**src/i2c_flags_pkg.sv**
```systemverilog
// constants and carriers for the flag, clock divider and count block
package i2c_flags_pkg;
  // register byte offsets
  localparam logic [7:0] OFS_MODE = 8'h24;
  localparam logic [7:0] OFS_STATUS = 8'h08;
  localparam logic [7:0] OFS_CLK_LOW = 8'h0c;
  localparam logic [7:0] OFS_CLK_HIGH = 8'h10;
  localparam logic [7:0] OFS_COUNT = 8'h18;
  localparam logic [7:0] OFS_VECTOR = 8'h28;
  localparam logic [7:0] OFS_INT_COUNT = 8'h2c;
  // status bit positions
  localparam int BIT_AL = 0;
  localparam int BIT_NACK = 1;
  localparam int BIT_REGISTER_ACCESS_READY_FLAG = 2;
  // mode bit positions
  localparam int BIT_RM = 7;
  localparam int BIT_IRS = 5;
  localparam int BIT_MST = 10;
  localparam int BIT_STP = 11;
  // vector codes
  localparam logic [2:0] VEC_NONE = 3'h0;
  localparam logic [2:0] VEC_AL = 3'h1;
  localparam logic [2:0] VEC_NACK = 3'h2;
  localparam logic [2:0] VEC_REGISTER_ACCESS_READY_FLAG = 3'h3;
  // reset values
  localparam logic [15:0] DIV_RESET = 16'h0000;
  localparam logic [15:0] COUNT_RESET = 16'h0000;
  localparam logic [16:0] COUNT_ZERO_LOAD = 17'h10000;
  localparam logic [2:0] PIN_SYNC_RESET = 3'h7;

  // events from the bit engine on the same clock
  typedef struct packed {
    logic regs_taken;
    logic word_done;
    logic tx_word_done;
    logic ack_slot;
    logic ack_is_nack;
    logic transmitter;
    logic general_call;
    logic arb_lost;
    logic start_attempt;
    logic bus_busy_flag;
    logic stop_done;
  } engine_ev_s;

  // flag levels toward the rest of the controller
  typedef struct packed {
    logic register_access_ready_flag;
    logic no_ack_flag;
    logic arbitration_lost_flag;
  } flag_req_s;
endpackage : i2c_flags_pkg

```
**src/i2c_master_flags_clock_count.sv**
```systemverilog
// status flags, serial clock divider and word counter of the bus controller
//
// The address-and-strobe port and the placing of the registers were left to the implementer.
`timescale 1ns/1ps
`default_nettype none
// Functional notes
// - nonrepeat, no stop: ready flag at zero
// - repeat mode: ready flag each sent word
// - ready clears on use, write-1, reset
// - status bits: ready 2, nack 1, lost 0
// - transmitter sets nack on sampled not-acknowledge
// - general call always reports nack as 1
// - nack clears on ack, write-1, vector, reset
// - lost on arbitration loss or busy start
// - lost clears master select and stop request
// - lost clears on write-1, vector read, reset
// - release bit 0 or system reset clears flags
// - clock low time is low divisor plus d
// - clock high time is high divisor plus d
// - serial clock divided down, only as master
// - count copied to counter, decremented per word
// - count zero loads 65536, else value
// - nonrepeat with stop: stop after last word
// - repeat mode: count still loaded into counter, never decremented, no stop
// - upper sixteen bits read zero except internal count bit 16, ignore writes
// - each flag pollable and raises own request
module i2c_master_flags_clock_count #(
  parameter logic [16:0] DIV_OFFSET_D = 17'h00005
) (
  // clock and reset
  input wire logic ref_clk,
  input wire logic reset,
  // register port
  input wire logic [7:0] reg_addr,
  input wire logic [31:0] reg_wdata,
  input wire logic reg_wr,
  input wire logic reg_rd,
  output logic [31:0] reg_rdata,
  // bit engine events
  input wire i2c_flags_pkg::engine_ev_s engine_ev,
  // control levels toward the bit engine
  output logic master_select,
  output logic stop_request,
  output logic repeat_mode,
  output logic module_running,
  output logic stop_now,
  output logic count_zero,
  // flag requests
  output i2c_flags_pkg::flag_req_s flag_req,
  // serial clock pin, open drain
  input wire logic scl_in,
  output logic scl_out,
  output logic scl_oe_n
);

  typedef enum logic [2:0] {
    SCL_IDLE = 3'b001,
    SCL_LOW = 3'b010,
    SCL_HIGH = 3'b100
  } scl_state_e;

  scl_state_e scl_state_q;
  scl_state_e scl_state_d;
  logic [31:0] mode_q;
  logic [15:0] low_div_q;
  logic [15:0] high_div_q;
  logic [15:0] count_reg_q;
  logic [16:0] int_count_q;
  logic register_access_ready_flag_q;
  logic nack_q;
  logic al_q;
  logic [31:0] rdata_q;
  logic [2:0] scl_sync_q;
  logic scl_pin_q;
  logic [16:0] scl_cnt_q;
  logic stop_now_q;
  logic mod_rst;
  logic wr_status;
  logic rd_vector;
  logic [2:0] vec_code;
  logic al_set;
  logic nack_set;
  logic register_access_ready_flag_set;
  logic last_word;
  logic wr_mode;
  logic wr_low;
  logic wr_high;
  logic wr_count;
  logic register_access_ready_flag_clr;
  logic nack_clr;
  logic al_clr;
  logic nack_view;
  logic [31:0] rdata_d;

  // count field to counter start value
  function automatic logic [16:0] count_load(input logic [15:0] v);
    if (v == 16'h0000) begin
      count_load = i2c_flags_pkg::COUNT_ZERO_LOAD;
    end else begin
      count_load = {1'b0, v};
    end
  endfunction : count_load

  // divisor plus offset d
  function automatic logic [16:0] phase_len(input logic [15:0] v);
    phase_len = 17'({1'b0, v} + DIV_OFFSET_D);
  endfunction : phase_len

  // lowest pending flag code
  function automatic logic [2:0] vector_of(input logic al, input logic nk, input logic rd);
    if (al) begin
      vector_of = i2c_flags_pkg::VEC_AL;
    end else if (nk) begin
      vector_of = i2c_flags_pkg::VEC_NACK;
    end else if (rd) begin
      vector_of = i2c_flags_pkg::VEC_REGISTER_ACCESS_READY_FLAG;
    end else begin
      vector_of = i2c_flags_pkg::VEC_NONE;
    end
  endfunction : vector_of

  // decode
  assign mod_rst = reset | ~mode_q[i2c_flags_pkg::BIT_IRS];
  assign wr_status = reg_wr && (reg_addr == i2c_flags_pkg::OFS_STATUS);
  assign wr_mode = reg_wr && (reg_addr == i2c_flags_pkg::OFS_MODE);
  assign wr_low = reg_wr && (reg_addr == i2c_flags_pkg::OFS_CLK_LOW);
  assign wr_high = reg_wr && (reg_addr == i2c_flags_pkg::OFS_CLK_HIGH);
  assign wr_count = reg_wr && (reg_addr == i2c_flags_pkg::OFS_COUNT);
  assign rd_vector = reg_rd && (reg_addr == i2c_flags_pkg::OFS_VECTOR);
  assign vec_code = vector_of(al_q, nack_q, register_access_ready_flag_q);
  assign last_word = engine_ev.word_done && !mode_q[i2c_flags_pkg::BIT_RM]
                     && (int_count_q == 17'h00001);
  assign al_set = engine_ev.arb_lost
                  || (engine_ev.start_attempt && engine_ev.bus_busy_flag);
  assign nack_set = (engine_ev.transmitter && engine_ev.ack_slot && engine_ev.ack_is_nack)
                    || (engine_ev.ack_slot && engine_ev.general_call);
  assign register_access_ready_flag_set = mode_q[i2c_flags_pkg::BIT_MST]
                    && ((last_word && !mode_q[i2c_flags_pkg::BIT_STP])
                    || (mode_q[i2c_flags_pkg::BIT_RM] && engine_ev.tx_word_done));
  // flag clear conditions
  assign register_access_ready_flag_clr = engine_ev.regs_taken
                    || (wr_status && reg_wdata[i2c_flags_pkg::BIT_REGISTER_ACCESS_READY_FLAG]);
  assign nack_clr = (engine_ev.ack_slot && !engine_ev.ack_is_nack)
                    || (wr_status && reg_wdata[i2c_flags_pkg::BIT_NACK])
                    || (rd_vector && vec_code == i2c_flags_pkg::VEC_NACK);
  assign al_clr = (wr_status && reg_wdata[i2c_flags_pkg::BIT_AL])
                  || (rd_vector && vec_code == i2c_flags_pkg::VEC_AL);
  // general call forces the reported no-ack high
  assign nack_view = nack_q | engine_ev.general_call;

  // mode register; the release bit survives its own reset
  always_ff @(posedge ref_clk) begin
    if (reset) begin
      mode_q <= 32'h00000000;
    end else begin
      if (!mode_q[i2c_flags_pkg::BIT_IRS]) begin
        mode_q[i2c_flags_pkg::BIT_MST] <= 1'b0;
        mode_q[i2c_flags_pkg::BIT_STP] <= 1'b0;
      end
      if (wr_mode) begin
        mode_q <= {16'h0000, reg_wdata[15:0]};
        // master and stop only take hold together with the release bit
        if (!reg_wdata[i2c_flags_pkg::BIT_IRS]) begin
          mode_q[i2c_flags_pkg::BIT_MST] <= 1'b0;
          mode_q[i2c_flags_pkg::BIT_STP] <= 1'b0;
        end
      end
      if (al_set || engine_ev.stop_done) begin
        mode_q[i2c_flags_pkg::BIT_MST] <= 1'b0;
        mode_q[i2c_flags_pkg::BIT_STP] <= 1'b0;
      end
    end
  end

  // divisor and count registers, writable at any time
  always_ff @(posedge ref_clk) begin
    if (reset) begin
      low_div_q <= i2c_flags_pkg::DIV_RESET;
      high_div_q <= i2c_flags_pkg::DIV_RESET;
      count_reg_q <= i2c_flags_pkg::COUNT_RESET;
    end else begin
      if (wr_low) begin
        low_div_q <= reg_wdata[15:0];
      end
      if (wr_high) begin
        high_div_q <= reg_wdata[15:0];
      end
      if (wr_count) begin
        count_reg_q <= reg_wdata[15:0];
      end
    end
  end

  // internal word counter
  always_ff @(posedge ref_clk) begin
    if (mod_rst) begin
      int_count_q <= i2c_flags_pkg::COUNT_ZERO_LOAD;
    end else if (wr_count) begin
      int_count_q <= count_load(reg_wdata[15:0]);
    end else if (engine_ev.regs_taken) begin
      int_count_q <= count_load(count_reg_q);
    end else if (engine_ev.word_done && !mode_q[i2c_flags_pkg::BIT_RM]
                 && int_count_q != 17'h00000) begin
      int_count_q <= int_count_q - 17'h00001;
    end
  end

  // stop request at end of count
  always_ff @(posedge ref_clk) begin
    if (mod_rst) begin
      stop_now_q <= 1'b0;
    end else begin
      stop_now_q <= last_word && mode_q[i2c_flags_pkg::BIT_STP];
    end
  end

  // register-access-ready flag, set wins over clear
  always_ff @(posedge ref_clk) begin
    if (mod_rst) begin
      register_access_ready_flag_q <= 1'b0;
    end else if (register_access_ready_flag_set) begin
      register_access_ready_flag_q <= 1'b1;
    end else if (register_access_ready_flag_clr) begin
      register_access_ready_flag_q <= 1'b0;
    end
  end

  // no-acknowledge flag
  always_ff @(posedge ref_clk) begin
    if (mod_rst) begin
      nack_q <= 1'b0;
    end else if (nack_set) begin
      nack_q <= 1'b1;
    end else if (nack_clr) begin
      nack_q <= 1'b0;
    end
  end

  // arbitration-lost flag
  always_ff @(posedge ref_clk) begin
    if (mod_rst) begin
      al_q <= 1'b0;
    end else if (al_set) begin
      al_q <= 1'b1;
    end else if (al_clr) begin
      al_q <= 1'b0;
    end
  end

  // serial clock pin synchroniser
  always_ff @(posedge ref_clk) begin
    if (reset) begin
      scl_sync_q <= i2c_flags_pkg::PIN_SYNC_RESET;
      scl_pin_q <= 1'b1;
    end else begin
      scl_sync_q <= {scl_sync_q[1:0], scl_in};
      // a change counts once stages two and three agree
      if (scl_sync_q[1] == scl_sync_q[2]) begin
        scl_pin_q <= scl_sync_q[2];
      end
    end
  end

  // clock phase machine
  always_comb begin
    scl_state_d = scl_state_q;
    case (scl_state_q)
      SCL_IDLE: begin
        if (mode_q[i2c_flags_pkg::BIT_MST]) begin
          scl_state_d = SCL_LOW;
        end
      end
      SCL_LOW: begin
        if (!mode_q[i2c_flags_pkg::BIT_MST]) begin
          scl_state_d = SCL_IDLE;
        end else if (scl_cnt_q <= 17'h00001) begin
          scl_state_d = SCL_HIGH;
        end
      end
      SCL_HIGH: begin
        if (!mode_q[i2c_flags_pkg::BIT_MST]) begin
          scl_state_d = SCL_IDLE;
        end else if (scl_cnt_q <= 17'h00001 && scl_pin_q) begin
          scl_state_d = SCL_LOW;
        end
      end
      default: begin
        scl_state_d = SCL_IDLE;
      end
    endcase
  end

  always_ff @(posedge ref_clk) begin
    if (mod_rst) begin
      scl_state_q <= SCL_IDLE;
    end else begin
      scl_state_q <= scl_state_d;
    end
  end

  // phase length counter; high phase waits for the line to rise
  always_ff @(posedge ref_clk) begin
    if (mod_rst) begin
      scl_cnt_q <= 17'h00000;
    end else if (scl_state_d != scl_state_q) begin
      if (scl_state_d == SCL_LOW) begin
        scl_cnt_q <= phase_len(low_div_q);
      end else begin
        scl_cnt_q <= phase_len(high_div_q);
      end
    end else if (scl_cnt_q > 17'h00001 && (scl_state_q != SCL_HIGH || scl_pin_q)) begin
      scl_cnt_q <= scl_cnt_q - 17'h00001;
    end
  end

  // read mux; the strobe's address picks the word shown next cycle
  always_comb begin
    rdata_d = 32'h00000000;
    if (reg_rd) begin
      case (reg_addr)
        i2c_flags_pkg::OFS_MODE: begin
          rdata_d = mode_q;
        end
        i2c_flags_pkg::OFS_STATUS: begin
          rdata_d = {29'h00000000, register_access_ready_flag_q, nack_view, al_q};
        end
        i2c_flags_pkg::OFS_CLK_LOW: begin
          rdata_d = {16'h0000, low_div_q};
        end
        i2c_flags_pkg::OFS_CLK_HIGH: begin
          rdata_d = {16'h0000, high_div_q};
        end
        i2c_flags_pkg::OFS_COUNT: begin
          rdata_d = {16'h0000, count_reg_q};
        end
        i2c_flags_pkg::OFS_VECTOR: begin
          rdata_d = {29'h00000000, vec_code};
        end
        i2c_flags_pkg::OFS_INT_COUNT: begin
          rdata_d = {15'h0000, int_count_q};
        end
        default: begin
          rdata_d = 32'h00000000;
        end
      endcase
    end
  end

  // read data register, zero outside the answer cycle
  always_ff @(posedge ref_clk) begin
    if (reset) begin
      rdata_q <= 32'h00000000;
    end else begin
      rdata_q <= rdata_d;
    end
  end

  // outputs
  assign reg_rdata = rdata_q;
  assign master_select = mode_q[i2c_flags_pkg::BIT_MST];
  assign stop_request = mode_q[i2c_flags_pkg::BIT_STP];
  assign repeat_mode = mode_q[i2c_flags_pkg::BIT_RM];
  assign module_running = mode_q[i2c_flags_pkg::BIT_IRS];
  assign stop_now = stop_now_q;
  assign count_zero = (int_count_q == 17'h00000);
  assign flag_req = {register_access_ready_flag_q,
                     nack_view,
                     al_q};
  assign scl_out = 1'b0;
  assign scl_oe_n = (scl_state_q != SCL_LOW);

endmodule : i2c_master_flags_clock_count
`default_nettype wire

```
**config.mk**
```make
export PLATFORM = sky130hd
export DESIGN_NAME = i2c_master_flags_clock_count
export DESIGN_NICKNAME = d
export VERILOG_FILES = /design/src/i2c_flags_pkg.sv /design/src/i2c_master_flags_clock_count.sv
export SDC_FILE = /design/constraint.sdc
export NUM_CORES = 1
export LEC_CHECK = 0
export BUFFER_PORTS_ARGS = -buffer_cell sky130_fd_sc_hd__buf_2
export CORE_ASPECT_RATIO = 1.4
export CORE_UTILIZATION = 52
export DETAILED_ROUTE_END_ITERATION = 8
export PLACE_DENSITY = 0.8
export SLEW_MARGIN = 20
export SYNTH_ARGS = -nofsm -noshare
export SYNTH_HDL_FRONTEND = slang
export SYNTH_SLANG_ARGS = --single-unit
```
**constraint.sdc**
```tcl
create_clock -name ref_clk -period 3.37 [get_ports ref_clk]
set_input_delay 0.1685 -clock ref_clk [delete_from_list [all_inputs] [get_ports ref_clk]]
set_output_delay 0.1685 -clock ref_clk [all_outputs]
set_load 0.03 [all_outputs]
```
==> results.cfg <==
[critical_path]
crit_family = compound AO/OA/AOI/OAI gates
rrSetupSlack_ns = 0.25
cp_num_cells = 12
required_ns = 3.65
cp_num_buf_inv = 0
path_max_fanout = 5
critical-path-top-cell-by-count = and4_1
critPathMaxStageDelay_ns = 0.36
crit_path_end = scl_cnt_q[16]$_SDFFE_PP0P_
crit_slowest_cell = mux2_2
path_class = reg2reg
crit_start = scl_cnt_q[13]$_SDFFE_PP0P_
worstReg2RegEnd = scl_cnt_q[16]$_SDFFE_PP0P_
rr_worst_depth = 12
path_cells = nor3_1, o2111ai_1, o21ai_0, a21bo_1, mux2_2, ha_1, o21ai_1, nor2_1, and4_1, and4_1, o31ai_1, a311oi_1
cp-start-kind = flop
endpoint_kind = flop
cp.arrival_ns = 3.40
worstReg2RegStart = scl_cnt_q[13]$_SDFFE_PP0P_

[detailed_routing]
drt_iter0_markers = 822
drc = 0
wire_per_inst_um = 18.46
via_per_inst = 6.316
drt_wl_total_um = 20140
vias = 6891
firstDrtPassIters = 8
postRouteAntennaNets = 0

[power]
p_int_mw = 2.490
switchingPower_mw = 0.7541
p_total_mw = 3.244
vdd_drop_max_uv = 349.6
seqPwrFrac_pct = 46.1
power_density_nw_per_um2 = 421.3
p_comb_share_pct = 4.8
p_leak_nw = 2.839
clockPowerShare_pct = 49.1
swShare_pct = 23.25

[clock_network]
post_cts_buffers = 0
cts_max_level = 4
clockBufferDepth = 2
cts_buffers = 17
clk_latency_ns = 0.42
cts.sinks = 126
clkTransAtPathRegs_ns = 0.05
cts-root-buf = clkbuf_16
cts_tree = yes

[logic_synthesis]
synth.area.top_cells = dfxtp_1 37%, nand2_1 8.6%, a21oi_1 7.4%, nand3_1 3.9%, nor2_1 3.2%
synth_edf_count = 0
syn_avg_cell_area_um2 = 7.779
ys_seq_area_share_pct = 36.89
ys_warn_count = 0
synth_top_area_share_pct = 36.89
yosysUniqueCellTypes = 68
synthesis.area_um2 = 6838
netlist_instances = 879
synth_top_area_cell = dfxtp_1
synth-async-reset-ratio_pct = 0
synth_seq_cells = 126
synth_ff_type = dfxtp_1

[timing]
hold_slack_ns = 0.02363
slew_violations = 0
clock_skew_ns = 0.005872
finalSetupTns_ns = 0
fin_crit_ns = 3.121
setup_viol = 0
slew_headroom_pct = 21.10
hold_viol = 0
fin_crit_sh_pct = 92.62
rsz0062_at_grt = false
max_slew.worst_pin.slew_ns = 1.154
fmax_mhz = 320.4

[layout]
stdcell_area_um2 = 7700
nets = 989
layout_common_cells = 156 x nand2_1, 126 x dfxtp_1, 101 x a21oi_1
drive_above_1_share_pct = 14.61
final_common_cell = nand2_1
nFillCells = 1173
syn2layout_area_growth_pct = 12.61
diodes = 0
final_util_pct = 60.09

[outcome]
status = complete, no violations

[placed_design]
hpwl_um = 14200
io_buffers = 66
post_dp_cell_area_um2 = 7164
routabilityCongestion = 0.9236

[grt]
antenna_found_initial = 0
grt_pass1_wl_um = 32280
grt_usage_pct = 30.57
grt_max_degree = 62
grt_pass1_vias = 6569
grt_overflow = 0

[job]
maxCapViolCount = 0

[floorplan]
start_util_pct = 53.36
die_area_um2 = 13620
core_um2 = 12810
die_h_um = 137.7
die_w_um = 98.92
rows = 49
io_pins = 99

[min_path]
hold_class = in2reg
worst min-delay path by stage:
stage	from	to	slack (ns)	cells past startpoint
after detailed placement	scl_in	scl_sync_q[0]$_SDFF_PP1_	0.37	2
after global placement	scl_in	scl_sync_q[0]$_SDFF_PP1_	0.37	2
after global routing	engine_ev[1]	al_q$_SDFFE_PP0P_	0.04	3
after CTS	engine_ev[1]	al_q$_SDFFE_PP0P_	0.02	3
after floorplan	scl_in	scl_sync_q[0]$_SDFF_PP1_	0.27	1
final	engine_ev[1]	al_q$_SDFFE_PP0P_	0.02	3
cells in the mapped netlist, types with 3 or more instances:
library cell,count
nand2b_1,10
or2_2,6
and3_1,7
a21boi_0,4
nand4_1,10
nor4_1,18
a221oi_1,3
a211oi_1,12
and4_1,4
buf_4,26
nor2b_1,3
buf_2,4
nand3_1,53
clkbuf_1,39
o21a_1,3
or3_1,7
buf_6,4
a41o_1,3
xor2_1,23
o21ai_0,20
mux2i_1,6
nor3_1,19
a222oi_1,15
nand2_1,156
a311oi_1,3
inv_1,15
ha_1,5
nor2_1,59
a21oi_1,101
nand4b_1,3
a22oi_1,20
xnor2_1,20
dfxtp_1,126
o221a_2,3
a31oi_1,11
and2_1,6
a211o_1,3
o211ai_1,7
kinds of logic after synthesis:
group	share of synthesized area [%]
and+or+nand+nor	25.69
AOI/OAI and AO/OA	22.96
DFF	36.89
buffers and inverters	6.770
xor gates and xnor gates	5.508
muxes	1.208
adders and majority gates	0.9149
other	0.05484
power by group through the flow:
stage,Clock (mW),Sequential [mW],Combinational (mW)
2_1_floorplan,0,1.53,0.102
3_3_place_gp,0,1.53,0.148
3_5_place_dp,0,1.53,0.148
4_1_cts,1.60,1.49,0.151
5_1_grt,1.67,1.49,0.164
6_report,1.59,1.50,0.155
registers in the layout (all words and copies together), names as in the netlist:
name,cells
al_q,1
count_reg_q,16
high_div_q,16
int_count_q,17
low_div_q,16
mode_q,16
nack_q,1
reg_rdata,17
register_access_ready_flag_q,1
scl_cnt_q,17
scl_pin_q,1
scl_state_q,3
scl_sync_q,3
stop_now,1
layout make-up:
type | instances | area, um2 | share of cell area, %
inverter | 15 | 56.30 | 0.7312
sequential | 126 | 2522 | 32.76
tap | 153 | 191.4 | 2.486
multi-input combinational | 680 | 3921 | 50.93
clock buffer | 21 | 460.4 | 5.980
clock inverter | 8 | 45.04 | 0.5850
timing repair buffer | 88 | 503.0 | 6.532
worst register-to-register path: stages (launching register included):
cell and delay (ns):
dfxtp_1 0.33, nor3_1 0.32, o2111ai_1 0.21, o21ai_0 0.24, a21bo_1 0.20, mux2_2 0.36
ha_1 0.26, o21ai_1 0.20, nor2_1 0.11, and4_1 0.23, and4_1 0.20, o31ai_1 0.26
a311oi_1 0.07
metal layers:
layer	vias up	wire length (um)	track usage [%]	share of wire, %
met5	-	0	0	0
met3	91	1403	5.124	7.0
met4	0	1061	19.24	5.3
met2	357	10160	54.04	50
li1	3249	-	-	-
met1	3194	7513	34.16	37
repair_timing:
action                                 in CTS  in global routing
endpoints found under the hold margin       3                  0
gates resized for setup                     0                  1
hold buffers                                3                  0
setup endpoints to repair                   0                  1
metrics by stage:
stage | cells | worst slack (ns)
finish | 1091 | 0.2486
global placement | 1059 | 0.3320
global route | 1091 | 0.03946
CTS | 1091 | 0.1496
detailed placement | 1059 | 0.1569
floorplan | 894 | 0.1663
Note: power is estimated with default switching activity, not from simulation.
